`src/pkg/peda_cfg.svh`:
```
`ifndef PEDA_CFG_SVH
`define PEDA_CFG_SVH
// register byte offsets
`define PEDA_OFF_CSR 8'h00
`define PEDA_OFF_MIRROR 8'h04
`define PEDA_OFF_STAT_SET 8'h08
`define PEDA_OFF_STAT_CLR 8'h0c
`define PEDA_OFF_HOST_EN 8'h10
`define PEDA_OFF_LOCAL_EN 8'h14
`define PEDA_OFF_CTRL 8'h18
// command_status_reg fields
`define PEDA_CSR_PAR_RESP 6
`define PEDA_CSR_SYSTEM_ERROR_PIN_ENABLE 8
`define PEDA_CSR_MDP 24
`define PEDA_CSR_STA 27
`define PEDA_CSR_RTA 28
`define PEDA_CSR_RMA 29
`define PEDA_CSR_SSE 30
`define PEDA_CSR_DPE 31
// internal error flag vector positions
`define PEDA_FLG_MDP 0
`define PEDA_FLG_STA 1
`define PEDA_FLG_RTA 2
`define PEDA_FLG_RMA 3
`define PEDA_FLG_SSE 4
`define PEDA_FLG_DPE 5
// internal status register fields
`define PEDA_ST_SOFT 0
`define PEDA_ST_PAR 1
`define PEDA_ST_SYS 2
`define PEDA_ST_MAB 3
`define PEDA_ST_TAB 4
// control register fields
`define PEDA_CTRL_SOFT_RST 0
`define PEDA_CTRL_HALTED 1
`define PEDA_CTRL_BUSY 2
// reset values
`define PEDA_FLG_RST 6'h00
`define PEDA_STAT_RST 5'h00
// link-clock counts
`define PEDA_DEVSEL_TMO 3'h5
`define PEDA_PERR_HOLD 2'h2
`endif

```
`src/pkg/peda_pkg.sv`:
```
`default_nettype none
package peda_pkg;
    typedef enum logic [2:0] {
        PEDA_M_IDLE,
        PEDA_M_ADDR,
        PEDA_M_DATA,
        PEDA_M_LAST,
        PEDA_M_TURN,
        PEDA_M_FLUSH
    } peda_mst_st_t;
endpackage : peda_pkg
`default_nettype wire

```
`src/logic/peda_sync.sv`:
```
`default_nettype none
module peda_sync #(
    parameter int W = 1
) (
    input wire logic pclk,
    input wire logic presetn,
    input wire logic [W-1:0] d,
    output logic [W-1:0] q
);
    logic [W-1:0] meta_r;
    logic [W-1:0] q_r;

    always_ff @(posedge pclk or negedge presetn) begin
        if (!presetn) begin
            meta_r <= '0;
            q_r <= '0;
        end else begin
            meta_r <= d;
            q_r <= meta_r;
        end
    end

    assign q = q_r;
endmodule : peda_sync
`default_nettype wire

```
`src/logic/peda_core.sv`:
```
`include "peda_cfg.svh"
`default_nettype none
// Operation
// RULE_01 - the host supplies the link clock at no more than 66 MHz
// RULE_02 - word accesses start at byte addresses with two low bits 00
// RULE_03 - halfword accesses start at byte addresses with low bit 0
// RULE_04 - target side takes any byte address; master transfers start word aligned
// RULE_05 - master sets master data parity flag on bad read parity or target error
// RULE_06 - detected parity flag on master read, target write or address parity error
// RULE_07 - parity error line driven only with response enable and detected flag set
// RULE_08 - parity error line held until the second link clock after the error
// RULE_09 - parity errors never abort; transfer completes unless a disconnect occurs
// RULE_10 - system flag on address parity error, error line seen, or target abort; address parity errors count only with parity response enabled
// RULE_11 - system error line driven only with pin enable and system flag set
// RULE_12 - after system error the interface halts until software or hardware reset
// RULE_13 - driving system error sets the signaled system error flag
// RULE_14 - master abort releases frame, keeps irdy, readies requester to burst end
// RULE_15 - master abort sets received master abort in register and mirror
// RULE_16 - target abort ends like master abort and sets received target abort
// RULE_17 - retry or disconnect reissues from first untransferred word
// RULE_18 - retries and disconnects stay invisible to the internal requester
// RULE_19 - target abort issued by the device raises the target abort event
// RULE_20 - events raise host and local interrupts under per-event enables
// RULE_21 - error flags set only by hardware; writing one clears them
// RULE_22 - reset clears all error flags, system flag and the halt
module peda_core (
    input wire logic pclk,
    input wire logic presetn,
    input wire logic psel,
    input wire logic penable,
    input wire logic pwrite,
    input wire logic [7:0] paddr,
    input wire logic [31:0] pwdata,
    output logic [31:0] prdata,
    output logic pready,
    output logic pslverr,
    input wire logic pci_clk_line,
    input wire logic [31:0] ad_line_in,
    input wire logic [3:0] cbe_line_in_n,
    input wire logic par_line_in,
    input wire logic frame_line_in_n,
    input wire logic initiator_ready_line_in_n,
    input wire logic target_ready_line_in_n,
    input wire logic stop_line_in_n,
    input wire logic devsel_line_in_n,
    input wire logic parity_error_line_in_n,
    output logic frame_line_out_n,
    output logic frame_line_oe,
    output logic initiator_ready_line_out_n,
    output logic initiator_ready_line_oe,
    output logic parity_error_line_out_n,
    output logic parity_error_line_oe,
    output logic system_error_line_out_n,
    output logic system_error_line_oe,
    output logic inta_line_out_n,
    output logic inta_line_oe,
    input wire logic slv_active,
    input wire logic slv_write,
    input wire logic slv_target_abort,
    input wire logic mst_req,
    input wire logic [31:0] mst_addr,
    input wire logic mst_write,
    input wire logic [8:0] mst_words,
    output logic mst_ready,
    output logic mst_done,
    output logic mst_busy,
    output logic [31:0] mst_cur_addr,
    output logic local_int
);
    logic [43:0] pin_s;
    logic clk_s, par_s, frame_s, irdy_s, trdy_s, stop_s, devsel_s, perr_s;
    logic [31:0] ad_s;
    logic [3:0] cbe_s;

    // link pins are sampled by pclk; a 125 MHz pclk resolves link edges only below 62.5 MHz
    peda_sync #(.W(44)) u_sync (
        .pclk(pclk),
        .presetn(presetn),
        .d({pci_clk_line, ad_line_in, ~cbe_line_in_n, par_line_in, ~frame_line_in_n,
            ~initiator_ready_line_in_n, ~target_ready_line_in_n, ~stop_line_in_n,
            ~devsel_line_in_n, ~parity_error_line_in_n}),
        .q(pin_s)
    );
    assign {clk_s, ad_s, cbe_s, par_s, frame_s, irdy_s, trdy_s, stop_s, devsel_s, perr_s} = pin_s;

    // link-edge history
    logic clk_q_r, frame_p_r, frame_pp_r, dph_p_r, mrd_p_r, swr_p_r;
    logic [31:0] ad_p_r;
    logic [3:0] cbe_p_r;
    logic pe;
    assign pe = clk_s & ~clk_q_r;

    // master engine
    peda_pkg::peda_mst_st_t st_r, st_nxt;
    logic [31:0] addr_r, addr_nxt;
    logic [8:0] cnt_r, cnt_nxt;
    logic [2:0] tmo_r, tmo_nxt;
    logic wr_r, wr_nxt, seen_r, seen_nxt, abt_r, abt_nxt;
    logic frame_r, frame_nxt, irdy_r, irdy_nxt, rdy_r, rdy_nxt, done_r, done_nxt;
    logic mabt_ev, tabt_ev, mastering;

    // error and register state
    logic [5:0] flg_r, flg_nxt, flg_set, flg_clr;
    logic [4:0] stat_r, stat_nxt, stat_ev, hien_r, hien_nxt, lien_r, lien_nxt;
    logic pre_r, pre_nxt, sen_r, sen_nxt, sys_r, sys_nxt, halted_r, halted_nxt;
    logic [1:0] perr_cnt_r, perr_cnt_nxt;
    logic [31:0] prdata_r, prdata_nxt, csr_rd;
    logic local_int_r, local_int_nxt;
    logic perr_chk, addr_perr, data_perr_m, data_perr_s, perr_seen, serr_drv;
    logic wr_acc, soft_rst, mapped;

    assign mastering = (st_r == peda_pkg::PEDA_M_DATA) || (st_r == peda_pkg::PEDA_M_LAST);
    // even parity over AD and C/BE of the previous link cycle
    assign perr_chk = par_s != ^{ad_p_r, cbe_p_r};
    assign addr_perr = pe && frame_p_r && !frame_pp_r && perr_chk;
    assign data_perr_m = pe && dph_p_r && mrd_p_r && perr_chk;
    assign data_perr_s = pe && dph_p_r && swr_p_r && perr_chk;
    assign perr_seen = pe && perr_s && mastering && wr_r;
    assign serr_drv = sen_r && sys_r; // RULE_11

    always_comb begin
        st_nxt = st_r;
        addr_nxt = addr_r;
        cnt_nxt = cnt_r;
        wr_nxt = wr_r;
        tmo_nxt = tmo_r;
        seen_nxt = seen_r;
        abt_nxt = abt_r;
        frame_nxt = frame_r;
        irdy_nxt = irdy_r;
        rdy_nxt = 1'b0;
        done_nxt = 1'b0;
        mabt_ev = 1'b0;
        tabt_ev = 1'b0;
        case (st_r)
            peda_pkg::PEDA_M_IDLE: begin
                abt_nxt = 1'b0;
                // unaligned requests are never started
                if (pe && mst_req && !halted_r && mst_addr[1:0] == 2'h0
                        && mst_words != 9'h000) begin // RULE_02 RULE_03 RULE_04
                    addr_nxt = mst_addr;
                    cnt_nxt = mst_words;
                    wr_nxt = mst_write;
                    frame_nxt = 1'b1;
                    st_nxt = peda_pkg::PEDA_M_ADDR;
                end
            end
            peda_pkg::PEDA_M_ADDR: begin
                if (pe) begin
                    irdy_nxt = 1'b1;
                    frame_nxt = cnt_r > 9'h001;
                    tmo_nxt = 3'h0;
                    seen_nxt = 1'b0;
                    st_nxt = peda_pkg::PEDA_M_DATA;
                end
            end
            peda_pkg::PEDA_M_DATA: begin
                // parity results never feed this decision
                if (pe) begin // RULE_09
                    if (devsel_s) begin
                        seen_nxt = 1'b1;
                    end
                    if (!devsel_s && !seen_r) begin
                        tmo_nxt = tmo_r + 3'h1;
                        if (tmo_nxt == `PEDA_DEVSEL_TMO) begin // RULE_14
                            mabt_ev = 1'b1;
                            abt_nxt = 1'b1;
                            frame_nxt = 1'b0;
                            st_nxt = peda_pkg::PEDA_M_LAST;
                        end
                    end else if (stop_s && !devsel_s) begin // RULE_16
                        tabt_ev = 1'b1;
                        abt_nxt = 1'b1;
                        frame_nxt = 1'b0;
                        st_nxt = peda_pkg::PEDA_M_LAST;
                    end else begin
                        if (trdy_s) begin
                            rdy_nxt = 1'b1;
                            addr_nxt = addr_r + 32'h4;
                            cnt_nxt = cnt_r - 9'h001;
                            frame_nxt = cnt_r > 9'h002;
                        end
                        if (trdy_s && cnt_r == 9'h001) begin
                            irdy_nxt = 1'b0;
                            st_nxt = peda_pkg::PEDA_M_TURN;
                        end else if (stop_s) begin // RULE_18
                            frame_nxt = 1'b0;
                            st_nxt = peda_pkg::PEDA_M_LAST;
                        end
                    end
                end
            end
            peda_pkg::PEDA_M_LAST: begin
                if (pe) begin
                    irdy_nxt = 1'b0;
                    st_nxt = abt_r ? peda_pkg::PEDA_M_FLUSH : peda_pkg::PEDA_M_TURN;
                end
            end
            peda_pkg::PEDA_M_TURN: begin
                if (pe) begin
                    if (cnt_r != 9'h000) begin // RULE_17
                        frame_nxt = 1'b1;
                        st_nxt = peda_pkg::PEDA_M_ADDR;
                    end else begin
                        done_nxt = 1'b1;
                        st_nxt = peda_pkg::PEDA_M_IDLE;
                    end
                end
            end
            peda_pkg::PEDA_M_FLUSH: begin
                // requester still sees one ready per remaining word
                if (cnt_r != 9'h000) begin // RULE_14
                    rdy_nxt = 1'b1;
                    cnt_nxt = cnt_r - 9'h001;
                end else begin
                    done_nxt = 1'b1;
                    st_nxt = peda_pkg::PEDA_M_IDLE;
                end
            end
            default: st_nxt = peda_pkg::PEDA_M_IDLE;
        endcase
        // a halt drops the bus at once and drains the requester
        if (halted_r && st_r != peda_pkg::PEDA_M_IDLE
                && st_r != peda_pkg::PEDA_M_FLUSH) begin // RULE_12
            frame_nxt = 1'b0;
            irdy_nxt = 1'b0;
            rdy_nxt = 1'b0;
            st_nxt = peda_pkg::PEDA_M_FLUSH;
        end
    end

    always_ff @(posedge pclk or negedge presetn) begin
        if (!presetn) begin
            st_r <= peda_pkg::PEDA_M_IDLE;
            addr_r <= 32'h0;
            cnt_r <= 9'h000;
            tmo_r <= 3'h0;
            wr_r <= 1'b0;
            seen_r <= 1'b0;
            abt_r <= 1'b0;
            frame_r <= 1'b0;
            irdy_r <= 1'b0;
            rdy_r <= 1'b0;
            done_r <= 1'b0;
        end else begin
            st_r <= st_nxt;
            addr_r <= addr_nxt;
            cnt_r <= cnt_nxt;
            tmo_r <= tmo_nxt;
            wr_r <= wr_nxt;
            seen_r <= seen_nxt;
            abt_r <= abt_nxt;
            frame_r <= frame_nxt;
            irdy_r <= irdy_nxt;
            rdy_r <= rdy_nxt;
            done_r <= done_nxt;
        end
    end

    // apb: zero wait states, read data captured in the setup cycle
    assign wr_acc = psel && penable && pwrite;
    assign soft_rst = wr_acc && paddr == `PEDA_OFF_CTRL && pwdata[`PEDA_CTRL_SOFT_RST];
    assign mapped = paddr <= `PEDA_OFF_CTRL && paddr[1:0] == 2'h0;

    always_comb begin
        csr_rd = 32'h0;
        csr_rd[`PEDA_CSR_PAR_RESP] = pre_r;
        csr_rd[`PEDA_CSR_SYSTEM_ERROR_PIN_ENABLE] = sen_r;
        csr_rd[`PEDA_CSR_MDP] = flg_r[`PEDA_FLG_MDP];
        csr_rd[`PEDA_CSR_STA] = flg_r[`PEDA_FLG_STA];
        csr_rd[`PEDA_CSR_RTA] = flg_r[`PEDA_FLG_RTA];
        csr_rd[`PEDA_CSR_RMA] = flg_r[`PEDA_FLG_RMA];
        csr_rd[`PEDA_CSR_SSE] = flg_r[`PEDA_FLG_SSE];
        csr_rd[`PEDA_CSR_DPE] = flg_r[`PEDA_FLG_DPE];
        flg_set = 6'h00;
        flg_set[`PEDA_FLG_MDP] = data_perr_m || perr_seen; // RULE_05
        flg_set[`PEDA_FLG_DPE] = data_perr_m || data_perr_s || addr_perr; // RULE_06
        flg_set[`PEDA_FLG_RMA] = mabt_ev; // RULE_15
        flg_set[`PEDA_FLG_RTA] = tabt_ev; // RULE_16
        flg_set[`PEDA_FLG_STA] = slv_target_abort;
        flg_set[`PEDA_FLG_SSE] = serr_drv; // RULE_13
        flg_clr = 6'h00;
        if (wr_acc && paddr == `PEDA_OFF_CSR) begin
            flg_clr = {pwdata[`PEDA_CSR_DPE], pwdata[`PEDA_CSR_SSE], pwdata[`PEDA_CSR_RMA],
                       pwdata[`PEDA_CSR_RTA], pwdata[`PEDA_CSR_STA], pwdata[`PEDA_CSR_MDP]};
        end
        // hardware set wins over a same-cycle clear
        flg_nxt = flg_set | (flg_r & ~flg_clr); // RULE_21
        pre_nxt = (wr_acc && paddr == `PEDA_OFF_CSR) ? pwdata[`PEDA_CSR_PAR_RESP] : pre_r;
        sen_nxt = (wr_acc && paddr == `PEDA_OFF_CSR) ? pwdata[`PEDA_CSR_SYSTEM_ERROR_PIN_ENABLE] : sen_r;
        sys_nxt = (sys_r && !soft_rst) || (addr_perr && pre_r) || perr_seen || tabt_ev; // RULE_10
        // system flag still stands on the reset edge, so the reset must win
        halted_nxt = !soft_rst && (halted_r || serr_drv); // RULE_12
        stat_ev = 5'h00;
        stat_ev[`PEDA_ST_PAR] = data_perr_m || data_perr_s;
        stat_ev[`PEDA_ST_SYS] = (addr_perr && pre_r) || perr_seen || tabt_ev;
        stat_ev[`PEDA_ST_MAB] = mabt_ev;
        stat_ev[`PEDA_ST_TAB] = slv_target_abort; // RULE_19
        if (wr_acc && paddr == `PEDA_OFF_STAT_SET) begin
            stat_ev = stat_ev | pwdata[4:0];
        end
        stat_nxt = stat_ev | stat_r;
        if (wr_acc && paddr == `PEDA_OFF_STAT_CLR) begin
            stat_nxt = stat_ev | (stat_r & ~pwdata[4:0]);
        end
        hien_nxt = (wr_acc && paddr == `PEDA_OFF_HOST_EN) ? pwdata[4:0] : hien_r;
        lien_nxt = (wr_acc && paddr == `PEDA_OFF_LOCAL_EN) ? pwdata[4:0] : lien_r;
        local_int_nxt = |(stat_r & lien_r); // RULE_20
        // error line is asserted one link edge past the faulty phase and held for two link edges
        perr_cnt_nxt = perr_cnt_r;
        if ((data_perr_m || data_perr_s) && pre_r) begin // RULE_08
            perr_cnt_nxt = `PEDA_PERR_HOLD;
        end else if (pe && perr_cnt_r != 2'h0) begin
            perr_cnt_nxt = perr_cnt_r - 2'h1;
        end
        prdata_nxt = prdata_r;
        if (psel && !penable) begin
            case (paddr)
                `PEDA_OFF_CSR, `PEDA_OFF_MIRROR: prdata_nxt = csr_rd;
                `PEDA_OFF_STAT_SET, `PEDA_OFF_STAT_CLR: prdata_nxt = {27'h0, stat_r};
                `PEDA_OFF_HOST_EN: prdata_nxt = {27'h0, hien_r};
                `PEDA_OFF_LOCAL_EN: prdata_nxt = {27'h0, lien_r};
                `PEDA_OFF_CTRL: prdata_nxt = {29'h0, mst_busy, halted_r, 1'b0};
                default: prdata_nxt = 32'h0;
            endcase
        end
    end

    always_ff @(posedge pclk or negedge presetn) begin
        if (!presetn) begin // RULE_22
            flg_r <= `PEDA_FLG_RST;
            stat_r <= `PEDA_STAT_RST;
            hien_r <= 5'h00;
            lien_r <= 5'h00;
            pre_r <= 1'b0;
            sen_r <= 1'b0;
            sys_r <= 1'b0;
            halted_r <= 1'b0;
            perr_cnt_r <= 2'h0;
            prdata_r <= 32'h0;
            local_int_r <= 1'b0;
            clk_q_r <= 1'b0;
            ad_p_r <= 32'h0;
            cbe_p_r <= 4'h0;
            frame_p_r <= 1'b0;
            frame_pp_r <= 1'b0;
            dph_p_r <= 1'b0;
            mrd_p_r <= 1'b0;
            swr_p_r <= 1'b0;
        end else begin
            flg_r <= flg_nxt;
            stat_r <= stat_nxt;
            hien_r <= hien_nxt;
            lien_r <= lien_nxt;
            pre_r <= pre_nxt;
            sen_r <= sen_nxt;
            sys_r <= sys_nxt;
            halted_r <= halted_nxt;
            perr_cnt_r <= perr_cnt_nxt;
            prdata_r <= prdata_nxt;
            local_int_r <= local_int_nxt;
            clk_q_r <= clk_s;
            if (pe) begin
                ad_p_r <= ad_s;
                cbe_p_r <= cbe_s;
                frame_p_r <= frame_s;
                frame_pp_r <= frame_p_r;
                dph_p_r <= irdy_s && trdy_s;
                mrd_p_r <= mastering && !wr_r;
                swr_p_r <= slv_active && slv_write;
            end
        end
    end

    assign prdata = prdata_r;
    assign pready = 1'b1;
    assign pslverr = psel && penable && !mapped;
    assign frame_line_out_n = ~frame_r;
    assign frame_line_oe = st_r == peda_pkg::PEDA_M_ADDR || mastering;
    assign initiator_ready_line_out_n = ~irdy_r;
    assign initiator_ready_line_oe = mastering || st_r == peda_pkg::PEDA_M_TURN;
    assign parity_error_line_oe = perr_cnt_r != 2'h0 && pre_r && flg_r[`PEDA_FLG_DPE]; // RULE_07
    assign parity_error_line_out_n = 1'b0;
    assign system_error_line_oe = serr_drv;
    assign system_error_line_out_n = 1'b0;
    assign inta_line_oe = |(stat_r & hien_r); // RULE_20
    assign inta_line_out_n = 1'b0;
    assign mst_ready = rdy_r;
    assign mst_done = done_r;
    assign mst_busy = st_r != peda_pkg::PEDA_M_IDLE;
    assign mst_cur_addr = addr_r;
    assign local_int = local_int_r;

    property p_perr_gate;
        @(posedge pclk) disable iff (!presetn)
        parity_error_line_oe |-> pre_r && flg_r[`PEDA_FLG_DPE];
    endproperty
    a_perr_gate: assert property (p_perr_gate) else $error("perr driven without enables"); // RULE_07

    property p_perr_hold;
        @(posedge pclk) disable iff (!presetn)
        $rose(parity_error_line_oe) && pre_r |-> (perr_cnt_r == 2'h2) ##1 (perr_cnt_r != 2'h0)[*2];
    endproperty
    a_perr_hold: assert property (p_perr_hold) else $error("perr hold too short"); // RULE_08

    property p_serr_gate;
        @(posedge pclk) disable iff (!presetn)
        system_error_line_oe |-> sen_r && sys_r;
    endproperty
    a_serr_gate: assert property (p_serr_gate) else $error("serr driven without enable"); // RULE_11

    property p_serr_halt;
        @(posedge pclk) disable iff (!presetn)
        system_error_line_oe && !soft_rst |=> halted_r && flg_r[`PEDA_FLG_SSE];
    endproperty
    a_serr_halt: assert property (p_serr_halt) else $error("serr without halt or flag"); // RULE_12

    property p_mabt_flag;
        @(posedge pclk) disable iff (!presetn)
        mabt_ev |=> flg_r[`PEDA_FLG_RMA] && !frame_r && irdy_r && st_r == peda_pkg::PEDA_M_LAST;
    endproperty
    a_mabt_flag: assert property (p_mabt_flag) else $error("master abort mishandled"); // RULE_15

    property p_tabt_sys;
        @(posedge pclk) disable iff (!presetn)
        tabt_ev |=> sys_r && flg_r[`PEDA_FLG_RTA] && abt_r;
    endproperty
    a_tabt_sys: assert property (p_tabt_sys) else $error("target abort not flagged"); // RULE_10

    property p_unaligned;
        @(posedge pclk) disable iff (!presetn)
        st_r == peda_pkg::PEDA_M_IDLE && mst_addr[1:0] != 2'h0 |=> st_r == peda_pkg::PEDA_M_IDLE;
    endproperty
    a_unaligned: assert property (p_unaligned) else $error("unaligned master start"); // RULE_04

    property p_reissue;
        @(posedge pclk) disable iff (!presetn)
        st_r == peda_pkg::PEDA_M_TURN && pe && cnt_r != 9'h000 && !halted_r
            |=> st_r == peda_pkg::PEDA_M_ADDR && frame_r && $stable(addr_r) && !mst_done;
    endproperty
    a_reissue: assert property (p_reissue) else $error("retry not reissued"); // RULE_17

    property p_w1c;
        @(posedge pclk) disable iff (!presetn)
        wr_acc && paddr == `PEDA_OFF_CSR && pwdata[`PEDA_CSR_RMA] && !mabt_ev
            |=> !flg_r[`PEDA_FLG_RMA];
    endproperty
    a_w1c: assert property (p_w1c) else $error("flag not cleared by write one"); // RULE_21
endmodule : peda_core
`default_nettype wire

```
`config.mk`:
```
export PLATFORM = sky130hd
export DESIGN_NAME = peda_core
export DESIGN_NICKNAME = d
export VERILOG_FILES = /design/src/pkg/peda_pkg.sv /design/src/logic/peda_sync.sv /design/src/logic/peda_core.sv
export VERILOG_INCLUDE_DIRS = /design/src /design/src/pkg
export SDC_FILE = /design/constraint.sdc
export NUM_CORES = 1
export LEC_CHECK = 0
export CAP_MARGIN = 0
export CORE_UTILIZATION = 57
export CTS_BUF_LIST = sky130_fd_sc_hd__clkbuf_16
export DETAILED_ROUTE_END_ITERATION = 16
export DONT_BUFFER_PORTS = 1
export GPL_ROUTABILITY_DRIVEN = 0
export PLACE_DENSITY_LB_ADDON = 0.15
export SLEW_MARGIN = 15
export SYNTH_ARGS = -nofsm -noshare
export SYNTH_HDL_FRONTEND = slang
export SYNTH_SLANG_ARGS = --single-unit
```
`constraint.sdc`:
```
create_clock -name pclk -period 2.04 [get_ports pclk]
set_input_delay 0.204 -clock pclk [delete_from_list [all_inputs] [get_ports pclk]]
set_output_delay 0.204 -clock pclk [all_outputs]
set_load 0.005 [all_outputs]
```
=== Word-level counts from Yosys, hierarchy flattened ===
Index checks and enable logic that the tools add are counted.

* Output and inout port bits: 80
* Logic and storage cells: 274
* Bits in registers: 244
* Memories kept: 0
* Latch bits: 0
* ROM bits: 0
* Input bits: 135
* Bits in writable memories: 0

* $lt $le $gt $ge: 3
* $add $sub $neg: 4
* Reductions and logical operators: 91
* Bitwise gates (word level): 21
* Div/mod/pow operators: 0
* Multiplexer cells: 85
* Shift operators: 0
* Multiply operators: 0
* Equality and inequality tests: 38

{| class="wikitable"
|+ Operators with widths
! operator !! count
|-
| 2-to-1 mux 32 bit || 5
|-
| case mux 32 bit (5 select lines) || 1
|-
| case mux 32 bit (2 select lines) || 1
|-
| 2-to-1 mux 9 bit || 6
|-
| 2-to-1 mux 3 bit || 15
|-
| logical AND 1 bit || 43
|-
| 2-to-1 mux 1 bit || 43
|-
| XOR reduction 36 bit || 1
|-
| adder 32 x 3 -> 32 bit (second input constant) || 1
|-
| case mux 9 bit (3 select lines) || 1
|-
| == test 8 x 5 -> 1 bit (second input constant) || 3
|-
| AND reduction 7 bit || 3
|-
| != test 3 bit (second input constant) || 6
|-
| case mux 3 bit (6 select lines) || 1
|-
| nonzero test 9 bit || 2
|-
| == test 8 x 4 -> 1 bit (second input constant) || 2
|-
| bitwise AND 5 bit || 3
|-
| != test 3 x 2 -> 1 bit (second input constant) || 5
|-
| OR 5 bit || 3
|-
| logical OR 1 bit || 12
|-
| != test 2 bit (second input constant) || 6
|-
| AND reduction 4 bit || 3
|-
| 2-to-1 mux 5 bit || 2
|-
| OR reduction 5 bit || 2
|-
| 41 further kinds || 72
|}

=== Logic depth before layout (Yosys ltp) ===
Gate-level depths: netlist of the first run.

* Word-level depth: 12
* Depth in mapped cells: 9
* Mapped depth without buffers: 7

=== Hierarchy ===
A second synthesis of the first run with hierarchy kept.

* Cells, all modules: 931
* Area, all modules: 9764.4 um^2

{| class="wikitable"
|+ By module, submodules not included
! module !! instances !! area an instance (um^2) !! cells an instance !! seq. area each (um^2)
|-
| peda_core || 1 || 7562.3 || 843 || 3428.3
|-
| peda_sync || 1 || 2202.1 || 88 || 2202.1
|}

=== Worst setup path before layout of the first run ===
Ideal clock, no wire load.

* Path kind: reg-to-reg
* Start: reg cnt_r[6]
* End: reg st_r[0]
* Setup slack: -0.169 ns
* Path buffers: 0
* Setup time: 0.125 ns
* Clock period less this slack: 2.209 ns
* Data required time: 1.915 ns
* Data arrival time: 2.084 ns
* Cell stages (with the launch flop): 7
* Cells stage by stage: dfrtp_1 -> or4_4 -> nand4bb_4 -> a21oi_1 -> nor2b_1 -> nor4_2 -> mux2_4

* Cells in the longest elaborated chain, start to end: 8
* Elaborated cells between the ends (all ways): 14
* Those cells by class: eq/ne (3); mux (8); reduce/logical (3)

{| class="wikitable"
|+ Ends and longest elaborated chain
! element !! RTL line !! text
|-
| start: declaration || peda_core.sv:96 || <nowiki>logic [8:0] cnt_r, cnt_nxt;</nowiki>
|-
| start signal: assignment || peda_core.sv:248 || <nowiki>cnt_r <= cnt_nxt;</nowiki>
|-
| == test 9 x 1 -> 1 bit || peda_core.sv:183 || <nowiki>if (trdy_s && cnt_r == 9'h001) begin</nowiki>
|-
| logical AND 1 bit || peda_core.sv:183 ||
|-
| 2-to-1 mux 3 bit || peda_core.sv:183 ||
|-
| 2-to-1 mux 3 bit || peda_core.sv:171 || <nowiki>end else if (stop_s && !devsel_s) begin</nowiki>
|-
| 2-to-1 mux 3 bit || peda_core.sv:163 || <nowiki>if (!devsel_s && !seen_r) begin</nowiki>
|-
| 2-to-1 mux 3 bit || peda_core.sv:159 || <nowiki>if (pe) begin</nowiki>
|-
| case mux 3 bit (6 select lines) || peda_core.sv:135 || <nowiki>case (st_r)</nowiki>
|-
| 2-to-1 mux 3 bit || peda_core.sv:223 || <nowiki>if (halted_r && st_r != peda_pkg::PEDA_M_IDLE</nowiki>
|-
| end signal: assignment || peda_core.sv:234 || <nowiki>st_r <= peda_pkg::PEDA_M_IDLE;</nowiki>
|-
| end signal: assignment || peda_core.sv:246 || <nowiki>st_r <= st_nxt;</nowiki>
|-
| end: declaration || peda_core.sv:94 || <nowiki>peda_pkg::peda_mst_st_t st_r, st_nxt;</nowiki>
|}

Parallel ways exist; a longest one is shown, timed or not. The select of a mux whose other input is x is not followed.
A chain may end at the register's enable or synchronous reset.

=== Final worst setup path of the first run ===
* Start: reg cnt_r[5]
* End: reg st_r[0]

Same word-level chain as after synthesis.

==> results of run 1 <==
-- through the flow --
| stage | hold WS (ps) | setup TNS [ps] | area [um^2] |
|---|---|---|---|
| after floorplan | -91.6 | -245 | 9860 |
| after global placement | -85.0 | -1000 | 10200 |
| after detailed placement | -85.9 | -2050 | 10200 |
| after CTS | -614 | -1750 | 12100 |
| after global routing | -611 | -5140 | 12300 |
| final | -599 | -2260 | 12300 |
-- registers in the layout (all words and copies together), names as in the netlist, 2 cells and up --
name	flops
mst_cur_addr	32
lien_r	5
ad_p_r	32
perr_cnt_r	2
stat_r	5
u_sync.meta_r	44
tmo_r	3
st_r	3
cbe_p_r	4
flg_r	6
hien_r	5
u_sync.q	44
cnt_r	9
prdata	13
-- cell usage in the layout, fill, tap and decap left out, types with 8 or more instances in the layout --
cell type / instances
sky130_fd_sc_hd__dfrtp_1: 223
sky130_fd_sc_hd__nand2_1: 185
sky130_fd_sc_hd__dlygate4sd3_1: 98
sky130_fd_sc_hd__a21oi_1: 54
sky130_fd_sc_hd__buf_4: 53
sky130_fd_sc_hd__nor2_1: 43
sky130_fd_sc_hd__o21ai_0: 40
sky130_fd_sc_hd__inv_1: 30
sky130_fd_sc_hd__nand3_1: 24
sky130_fd_sc_hd__xnor2_1: 24
sky130_fd_sc_hd__conb_1: 23
sky130_fd_sc_hd__clkbuf_16: 23
sky130_fd_sc_hd__mux2_2: 18
sky130_fd_sc_hd__a31oi_1: 11
sky130_fd_sc_hd__a2bb2oi_1: 10
sky130_fd_sc_hd__o22ai_1: 10
sky130_fd_sc_hd__nor3_1: 9
sky130_fd_sc_hd__nand4_1: 9
sky130_fd_sc_hd__nand2b_1: 8
sky130_fd_sc_hd__o21a_1: 8
sky130_fd_sc_hd__a22o_1: 8
sky130_fd_sc_hd__ha_1: 8
-- final cells by class --
| cell class | instances | share of cell area (%) |
|---|---|---|
| clock buffer | 23 | 4.70 |
| clock inverter | 17 | 1.05 |
| inverter | 27 | 0.827 |
| multi-input combinational | 638 | 32.6 |
| sequential | 225 | 46.0 |
| tap | 220 | 2.25 |
| timing repair buffer | 162 | 12.6 |
-- layer usage --
metal	wire length, um	global-route usage [%]	vias up
met3	1610	4.64	51
met2	11100	43.5	337
met1	9320	34.1	3712
met5	0	0	-
li1	-	-	3475
met4	564	7.73	0
-- worst max-delay path: stages, from the launching register on --
cell and delay (ps):
sky130_fd_sc_hd__dfrtp_1 380, sky130_fd_sc_hd__or4_4 550, sky130_fd_sc_hd__nor4_4 280, sky130_fd_sc_hd__and3_4 250
sky130_fd_sc_hd__nor2_1 60, sky130_fd_sc_hd__or3_1 380, sky130_fd_sc_hd__mux2_4 270
-- power by group through the flow --
stage,Clock [mW],Sequential [mW],Combinational (mW)
floorplan,0,5.80,3.36
global placement,0,5.93,4.37
detailed placement,0,5.98,4.60
CTS,3.99,5.91,5.11
global route,4.18,6.02,6.07
finish,3.92,5.93,5.59
-- cell families after synthesis --
| family | share of synthesized area [%] |
|---|---|
| simple gates | 16.6 |
| fa+ha+maj | 1.02 |
| buf+inv | 4.50 |
| mux | 2.87 |
| other cells | 0.0768 |
| xor+xnor | 4.03 |
| flops | 57.6 |
| compound gates | 13.3 |
-- path summary, 6_finish.rpt --
check	slack, ps	startpoint	to
max in group asynchronous	2440	presetn	tmo_r[2]
min in group pclk	20	paddr[4]	halted_r
max reg2reg	-260	cnt_r[5]	st_r[0]
min reg2reg	350	u_sync.meta_r[32]	u_sync.q[32]
max	-260	cnt_r[5]	st_r[0]
min	-600	presetn	ad_p_r[21]
-- timing repair --
item,4_1_cts,5_1_grt
endpoints found under the setup margin,14,52
resized for setup,29,31
endpoints found under the hold margin,331,225
setup buffers,9,7
cloned,1,0
pin swaps,14,12
==> impl_summary.log, run 1 <==
[metrics] outcome: finished with violations
[metrics] violated checks: hold timing, setup timing
[metrics] Routed wire per std cell: 17.2 um
[metrics] sequential cell fraction of total power: 38.4%
[metrics] worst hold margin: -599 ps
[metrics] maximum vdd ir drop: 0.837 mV
[metrics] unrepaired setup endpoints after global routing: true
[metrics] wire length reported by the detailed router: 22600 um
[metrics] number of setup violations in the final report: 15
[metrics] clock buffers created by TritonCTS: 23
[metrics] area used by sequential logic in the layout: 5630 um^2
[metrics] count of pins over their slew limit: 0
[metrics] Layout Skew: 9.70 ps
[metrics] number of enable-type register cells in the synthesized netlist: 0
[metrics] estimated wirelength of the detail-placed design: 14300 um
[metrics] Worst setup SP type: register
[metrics] clock transition at the registers of the reported paths: 60 ps
[metrics] WS Path Type: reg2reg
[metrics] count leader, synth: sky130_fd_sc_hd__dfrtp_1
[metrics] Filler cells: 1142
[metrics] leakage power summed over all cells: 5.53 nW
[metrics] placeable core region: 16600 um^2
[metrics] Hold WC Path Type: in2async
[metrics] fraction of final layout cells with drive strength greater than 1: 15.2%
[metrics] effective utilization at floorplan: 58.8%
[metrics] maximum buffer depth of the clock tree: 3
[metrics] die height: 133 um
[metrics] number of remaining DRC errors: 0
[metrics] crit path time final: 2300 ps
[metrics] Net Sw Power: 5.25 mW
[metrics] post-route ant nets: 0
[metrics] setup slack after placement: -240 ps
[metrics] slew at the pin closest to its max-slew limit: 686 ps
[metrics] Max Cap Violations: 0
[metrics] count of H-tree levels built during CTS: 1
[metrics] top-area cell type share of the netlist area: 57.6%
[metrics] Period Utilization, post-route: 113%
[metrics] CP max FO: 4
[metrics] count of boundary I/O pins: 215
[metrics] first-pass GRT wire length: 36700 um
[metrics] Final Worst Setup Slack: -258 ps
[metrics] arrival time of data at the critical path endpoint: 2680 ps
[metrics] count of yosys warnings during synthesis: 0
[metrics] worst path required time: 2420 ps
[metrics] count of routing violations after the opening detailed-route iteration: 455
[metrics] Area Growth Syn to Fin: 25.3%
[metrics] post-route non-filler standard cell count: 1312
[metrics] maximum number of pins on one net before global-route repair: 226
[metrics] Cells after DPL: 1160
[metrics] share of the yosys chip area belonging to registers: 57.6%
[metrics] synthesized area divided by synthesized cell count: 10.5 um^2
[metrics] total number of vias: 7575
[metrics] Critical Path End Type: register
[metrics] Internal Pwr Total: 10.2 mW
[metrics] number of antenna violations at the first check in global routing: 0
[metrics] most common library cells after synthesis: 225 x sky130_fd_sc_hd__dfrtp_1, 185 x sky130_fd_sc_hd__nand2_1, 59 x sky130_fd_sc_hd__a21oi_1, 49 x sky130_fd_sc_hd__o21ai_0, 48 x sky130_fd_sc_hd__nor2_1
[metrics] Port-buffer cells: 0
[metrics] worst relative slew slack: 54.3%
[metrics] combined area of all synthesized cells: 9780 um^2
[metrics] Multi-input gate area: 4000 um^2
[metrics] largest area contributor in the netlist: sky130_fd_sc_hd__dfrtp_1
[metrics] Sink Count: 225
[metrics] power density over cell area: 1260 nW/um^2
[metrics] total count of hold-check failures in the final report: 225
[metrics] share of total power consumed by net switching: 34.0%
[metrics] all-layer global routing usage: 25.8%
[metrics] die outline area: 17700 um^2
[metrics] clock tree from TritonCTS: built
[metrics] clock insertion delay at the later pin of the skew report: 500 ps
[metrics] count of different cell masters after synthesis: 69
[metrics] instance count of the mapped netlist: 933
[metrics] achievable frequency: 435 MHz
[metrics] number of hold buffers added after cts: 98
[metrics] Async SR Flop Fraction: 100%
[metrics] register bit count reported by yosys: 225
[metrics] worst r2r path cells: 6
[metrics] Rows: 47
[metrics] via count of the first global-routing pass: 7600
[metrics] number of iterations in the first detailed-routing pass: 5
[metrics] leftover overflow at the end of global routing: 0
[metrics] Combinational Power Share: 36.2%
[metrics] core occupancy in the finished layout: 73.6%
[metrics] # nets final: 1220
[metrics] width of the die: 133 um
[metrics] antenna diode count: 0
[metrics] part of the power in the clock network: 25.4%
[metrics] clock tree root buffer cell: sky130_fd_sc_hd__clkbuf_16
[metrics] post-DR vias/cell: 5.77
[metrics] cells taking the most area after synthesis: sky130_fd_sc_hd__dfrtp_1 58%, sky130_fd_sc_hd__nand2_1 7.1%, sky130_fd_sc_hd__a21oi_1 3.0%
[metrics] overall power after layout: 15.4 mW
[metrics] most frequently used flop master after synthesis: sky130_fd_sc_hd__dfrtp_1
(Power assumes the default switching activity.)
==> run 2, diff against run 1 <==
- ABC_AREA: unset -> 1
- CORE_UTILIZATION: 57 -> 58
==> run 2 against run 1 <==
  * The flow finishes with violations (hold timing)
  * Count of clock-buffer cells in the layout unchanged
  * Synthesized area is 8.2% higher
  * Synthesized cell count grew 38%
  * First-iteration DRC count rose by 4.2%
  * Largest power group unchanged
  * Final cell count rose by 27%
  * Sequential share of layout area decreased by 2.3 points
  * Final area up 5.3%
  * Utilization fell by 1.6 points
  * Die area is 6.2% higher
  * Sequential cell count unchanged
  * Global-route usage shrank 1.2 points
==> impl_summary.log, run 2 <==
[metrics] power density over cell area: 1170 nW/um^2 (was 1260 nW/um^2)
[metrics] width of the die: 137 um (was 133 um)
[metrics] Max Cap Violations: 0 (unchanged)
[metrics] leftover overflow at the end of global routing: 0 (unchanged)
[metrics] count of boundary I/O pins: 215 (unchanged)
[metrics] instance count of the mapped netlist: 1287 (was 933)
[metrics] total negative setup slack: 0 ps (was -2260 ps)
[metrics] clock tree root buffer cell: sky130_fd_sc_hd__clkbuf_16 (unchanged)
[metrics] most frequently used flop master after synthesis: sky130_fd_sc_hd__dfrtp_1 (unchanged)
[metrics] register bit count reported by yosys: 225 (unchanged)
[metrics] worst hold margin: -600 ps (was -599 ps)
[metrics] Rows: 49 (was 47)
[metrics] count leader, synth: sky130_fd_sc_hd__nand2_1 (was sky130_fd_sc_hd__dfrtp_1)
[metrics] post-DR vias/cell: 5.21 (was 5.77)
[metrics] leakage power summed over all cells: 6.36 nW (was 5.53 nW)
[metrics] violated checks: hold timing (was hold timing, setup timing)
[metrics] CP max FO: 4 (unchanged)
[metrics] Worst setup SP type: register (unchanged)
[metrics] Hold WC Path Type: in2async (unchanged)
[metrics] # nets final: 1564 (was 1220)
[metrics] Port-buffer cells: 0 (unchanged)
[metrics] Cells after DPL: 1512 (was 1160)
[metrics] Period Utilization, post-route: 97.3% (was 113%)
[metrics] unrepaired setup endpoints after global routing: true (unchanged)
[metrics] clock insertion delay at the later pin of the skew report: 510 ps (was 500 ps)
[metrics] first-pass GRT wire length: 36800 um (was 36700 um)
[metrics] all-layer global routing usage: 24.6% (was 25.8%)
[metrics] number of setup violations in the final report: 0 (was 15)
[metrics] cells taking the most area after synthesis: sky130_fd_sc_hd__dfrtp_1 53%, sky130_fd_sc_hd__nand2_1 15%, sky130_fd_sc_hd__inv_1 6.0% (was sky130_fd_sc_hd__dfrtp_1 58%, sky130_fd_sc_hd__nand2_1 7.1%, sky130_fd_sc_hd__a21oi_1 3.0%)
[metrics] die outline area: 18800 um^2 (was 17700 um^2)
[metrics] Placed Area: 10900 um^2 (was 10200 um^2)
[metrics] top-area cell type share of the netlist area: 53.2% (was 57.6%)
[metrics] arrival time of data at the critical path endpoint: 2360 ps (was 2680 ps)
[metrics] fin area: 12900 um^2 (was 12300 um^2)
[metrics] combined area of all synthesized cells: 10600 um^2 (was 9780 um^2)
[metrics] share of the yosys chip area belonging to registers: 53.2% (was 57.6%)
[metrics] number of antenna violations at the first check in global routing: 0 (unchanged)
[metrics] total number of vias: 8662 (was 7575)
[metrics] placeable core region: 17900 um^2 (was 16600 um^2)
[metrics] number of enable-type register cells in the synthesized netlist: 0 (unchanged)
[metrics] number of remaining DRC errors: 0 (unchanged)
[metrics] outcome: finished with violations (unchanged)
[metrics] count of pins over their slew limit: 0 (unchanged)
[metrics] r2r startpoint: mst_cur_addr[2] (was cnt_r[5])
[metrics] clock tree from TritonCTS: built (unchanged)
[metrics] post-route non-filler standard cell count: 1664 (was 1312)
[metrics] worst relative slew slack: 57.1% (was 54.3%)
[metrics] total count of hold-check failures in the final report: 225 (unchanged)
[metrics] WS Path Type: reg2reg (unchanged)
[metrics] most common cell after layout, fill and taps aside: sky130_fd_sc_hd__nand2_1 (was sky130_fd_sc_hd__dfrtp_1)
[metrics] crit path time final: 1980 ps (was 2300 ps)
[metrics] slew at the pin closest to its max-slew limit: 644 ps (was 686 ps)
[metrics] estimated wirelength of the detail-placed design: 15200 um (was 14300 um)
[metrics] effective utilization at floorplan: 59.1% (was 58.8%)
[metrics] Async SR Flop Fraction: 100% (unchanged)
[metrics] fraction of final layout cells with drive strength greater than 1: 7.60% (was 15.2%)
[metrics] Routed wire per std cell: 14.3 um (was 17.2 um)
[metrics] register-to-register setup slack: 60 ps (was -260 ps)
[metrics] count of different cell masters after synthesis: 52 (was 69)
[metrics] synthesized area divided by synthesized cell count: 8.22 um^2 (was 10.5 um^2)
[metrics] maximum buffer depth of the clock tree: 3 (unchanged)
[metrics] via count of the first global-routing pass: 7907 (was 7600)
[metrics] clock buffers created by TritonCTS: 23 (unchanged)
[metrics] count of yosys warnings during synthesis: 0 (unchanged)
[metrics] antenna diode count: 0 (unchanged)
[metrics] worst path required time: 2410 ps (was 2420 ps)
[metrics] post-route ant nets: 0 (unchanged)
[metrics] largest area contributor in the netlist: sky130_fd_sc_hd__dfrtp_1 (unchanged)
[metrics] Sink Count: 225 (unchanged)
[metrics] worst flop-to-flop path endpoint: mst_cur_addr[26] (was st_r[0])
[metrics] clock transition at the registers of the reported paths: 70 ps (was 60 ps)
[metrics] Area Growth Syn to Fin: 21.9% (was 25.3%)
[metrics] achievable frequency: 504 MHz (was 435 MHz)
[metrics] worst r2r path cells: 12 (was 6)
[metrics] count of H-tree levels built during CTS: 1 (unchanged)
[metrics] most common library cells after synthesis: 415 x sky130_fd_sc_hd__nand2_1, 225 x sky130_fd_sc_hd__dfrtp_1, 169 x sky130_fd_sc_hd__inv_1, 113 x sky130_fd_sc_hd__o21ai_0, 69 x sky130_fd_sc_hd__nor2_1 (was 225 x sky130_fd_sc_hd__dfrtp_1, 185 x sky130_fd_sc_hd__nand2_1, 59 x sky130_fd_sc_hd__a21oi_1, 49 x sky130_fd_sc_hd__o21ai_0, 48 x sky130_fd_sc_hd__nor2_1)
[metrics] maximum number of pins on one net before global-route repair: 226 (unchanged)
[metrics] count of routing violations after the opening detailed-route iteration: 474 (was 455)
[metrics] most frequent cells in the layout: 413 x sky130_fd_sc_hd__nand2_1, 225 x sky130_fd_sc_hd__dfrtp_1, 171 x sky130_fd_sc_hd__inv_1 (was 223 x sky130_fd_sc_hd__dfrtp_1, 185 x sky130_fd_sc_hd__nand2_1, 98 x sky130_fd_sc_hd__dlygate4sd3_1)
[metrics] die height: 137 um (was 133 um)
[metrics] wire length reported by the detailed router: 23800 um (was 22600 um)
[metrics] maximum vdd ir drop: 1.11 mV (was 0.837 mV)
[metrics] Critical Path End Type: register (unchanged)
[metrics] Layout Skew: 13.9 ps (was 9.70 ps)
[metrics] number of hold buffers added after cts: 100 (was 98)
[metrics] core occupancy in the finished layout: 72.1% (was 73.6%)
[metrics] number of iterations in the first detailed-routing pass: 4 (was 5)
==> run 2: metal layers <==
layer | vias up | wire length [um] | global-route usage [%] | share of wire [%]
met5 | - | 0 | 0.556 | 0
met4 | 0 | 540 | 6.23 | 2.3
met3 | 46 | 1710 | 5.11 | 7.2
met2 | 300 | 11200 | 41.1 | 47
met1 | 3989 | 10400 | 32.7 | 44
li1 | 4327 | - | - | -
==> run 2: what timing repair did <==
action	4_1_cts	5_1_grt
buffers inserted	0	10
hold endpoints to repair	335	225
gates resized for setup	0	8
endpoints found under the setup margin	0	16
==> run 2: cell type report <==
cell class | count | area, um^2
Sequential cell | 225 | 5630
Fill cell | 1343 | 5000
Multi-Input combinational cell | 859 | 4120
Timing Repair Buffer | 136 | 1370
Inverter | 176 | 661
Clock buffer | 23 | 576
Tap cell | 229 | 287
Clock inverter | 16 | 256
==> run 2: worst max path at each step <==
stage | from | slack [ps] | depth (start not counted) | end
3_5_place_dp | clk_q_r | 80 | 12 | mst_cur_addr[3]
5_1_grt | mst_cur_addr[3] | -60 | 13 | mst_cur_addr[24]
6_report | mst_cur_addr[2] | 60 | 12 | mst_cur_addr[26]
4_1_cts | clk_q_r | 60 | 12 | mst_cur_addr[3]
3_3_place_gp | clk_q_r | 120 | 12 | mst_cur_addr[3]
2_1_floorplan | mst_cur_addr[2] | 240 | 13 | mst_cur_addr[24]
==> run 2: kinds of logic (layout without fill, tap and decap cells) <==
logic type               Yosys count  in the layout  synth area share [%]
flip-flops                       225            225                  53.2
buffers and inverters            224            351                  8.96
AND/OR/NAND/NOR                  608            608                  24.1
other                              2             23                0.0710
XOR/XNOR                          22             22                  1.82
AO/OA/AOI/OAI                    198            198                  10.9
adder cells (fa/ha/maj)            8              8                 0.946
==> run 2: report_power, final <==
part           switching [mW]  internal [mW]  leakage (nW)  total (mW)
combinational            2.80           1.84          3.23        4.64
clock                    1.70           2.93         0.414        4.63
sequential              0.662           5.16          2.71        5.82
==> run 2: stage by stage <==
step / power (mW) / hold WS, ps / setup slack, ps
finish: 15.1 / -600 / 55.1
global route: 16.0 / -624 / -58.0
CTS: 14.7 / -622 / 61.4
detailed placement: 9.91 / -83.5 / 76.7
global placement: 9.81 / -84.6 / 116
floorplan: 8.79 / -91.6 / 243
==> run 2: worst max-delay path, cell delays in order, from the launching register on <==
cell                      delay, ps
sky130_fd_sc_hd__dfrtp_1        350
sky130_fd_sc_hd__ha_2           190
sky130_fd_sc_hd__nand2_2         90
sky130_fd_sc_hd__nor2_4         160
sky130_fd_sc_hd__buf_4          120
sky130_fd_sc_hd__buf_4           90
sky130_fd_sc_hd__inv_1           50
sky130_fd_sc_hd__nor2_1         350
sky130_fd_sc_hd__nand2_1        110
sky130_fd_sc_hd__nand2_1         70
sky130_fd_sc_hd__nand2_1         50
sky130_fd_sc_hd__nor2_1         110
sky130_fd_sc_hd__o22ai_1        100
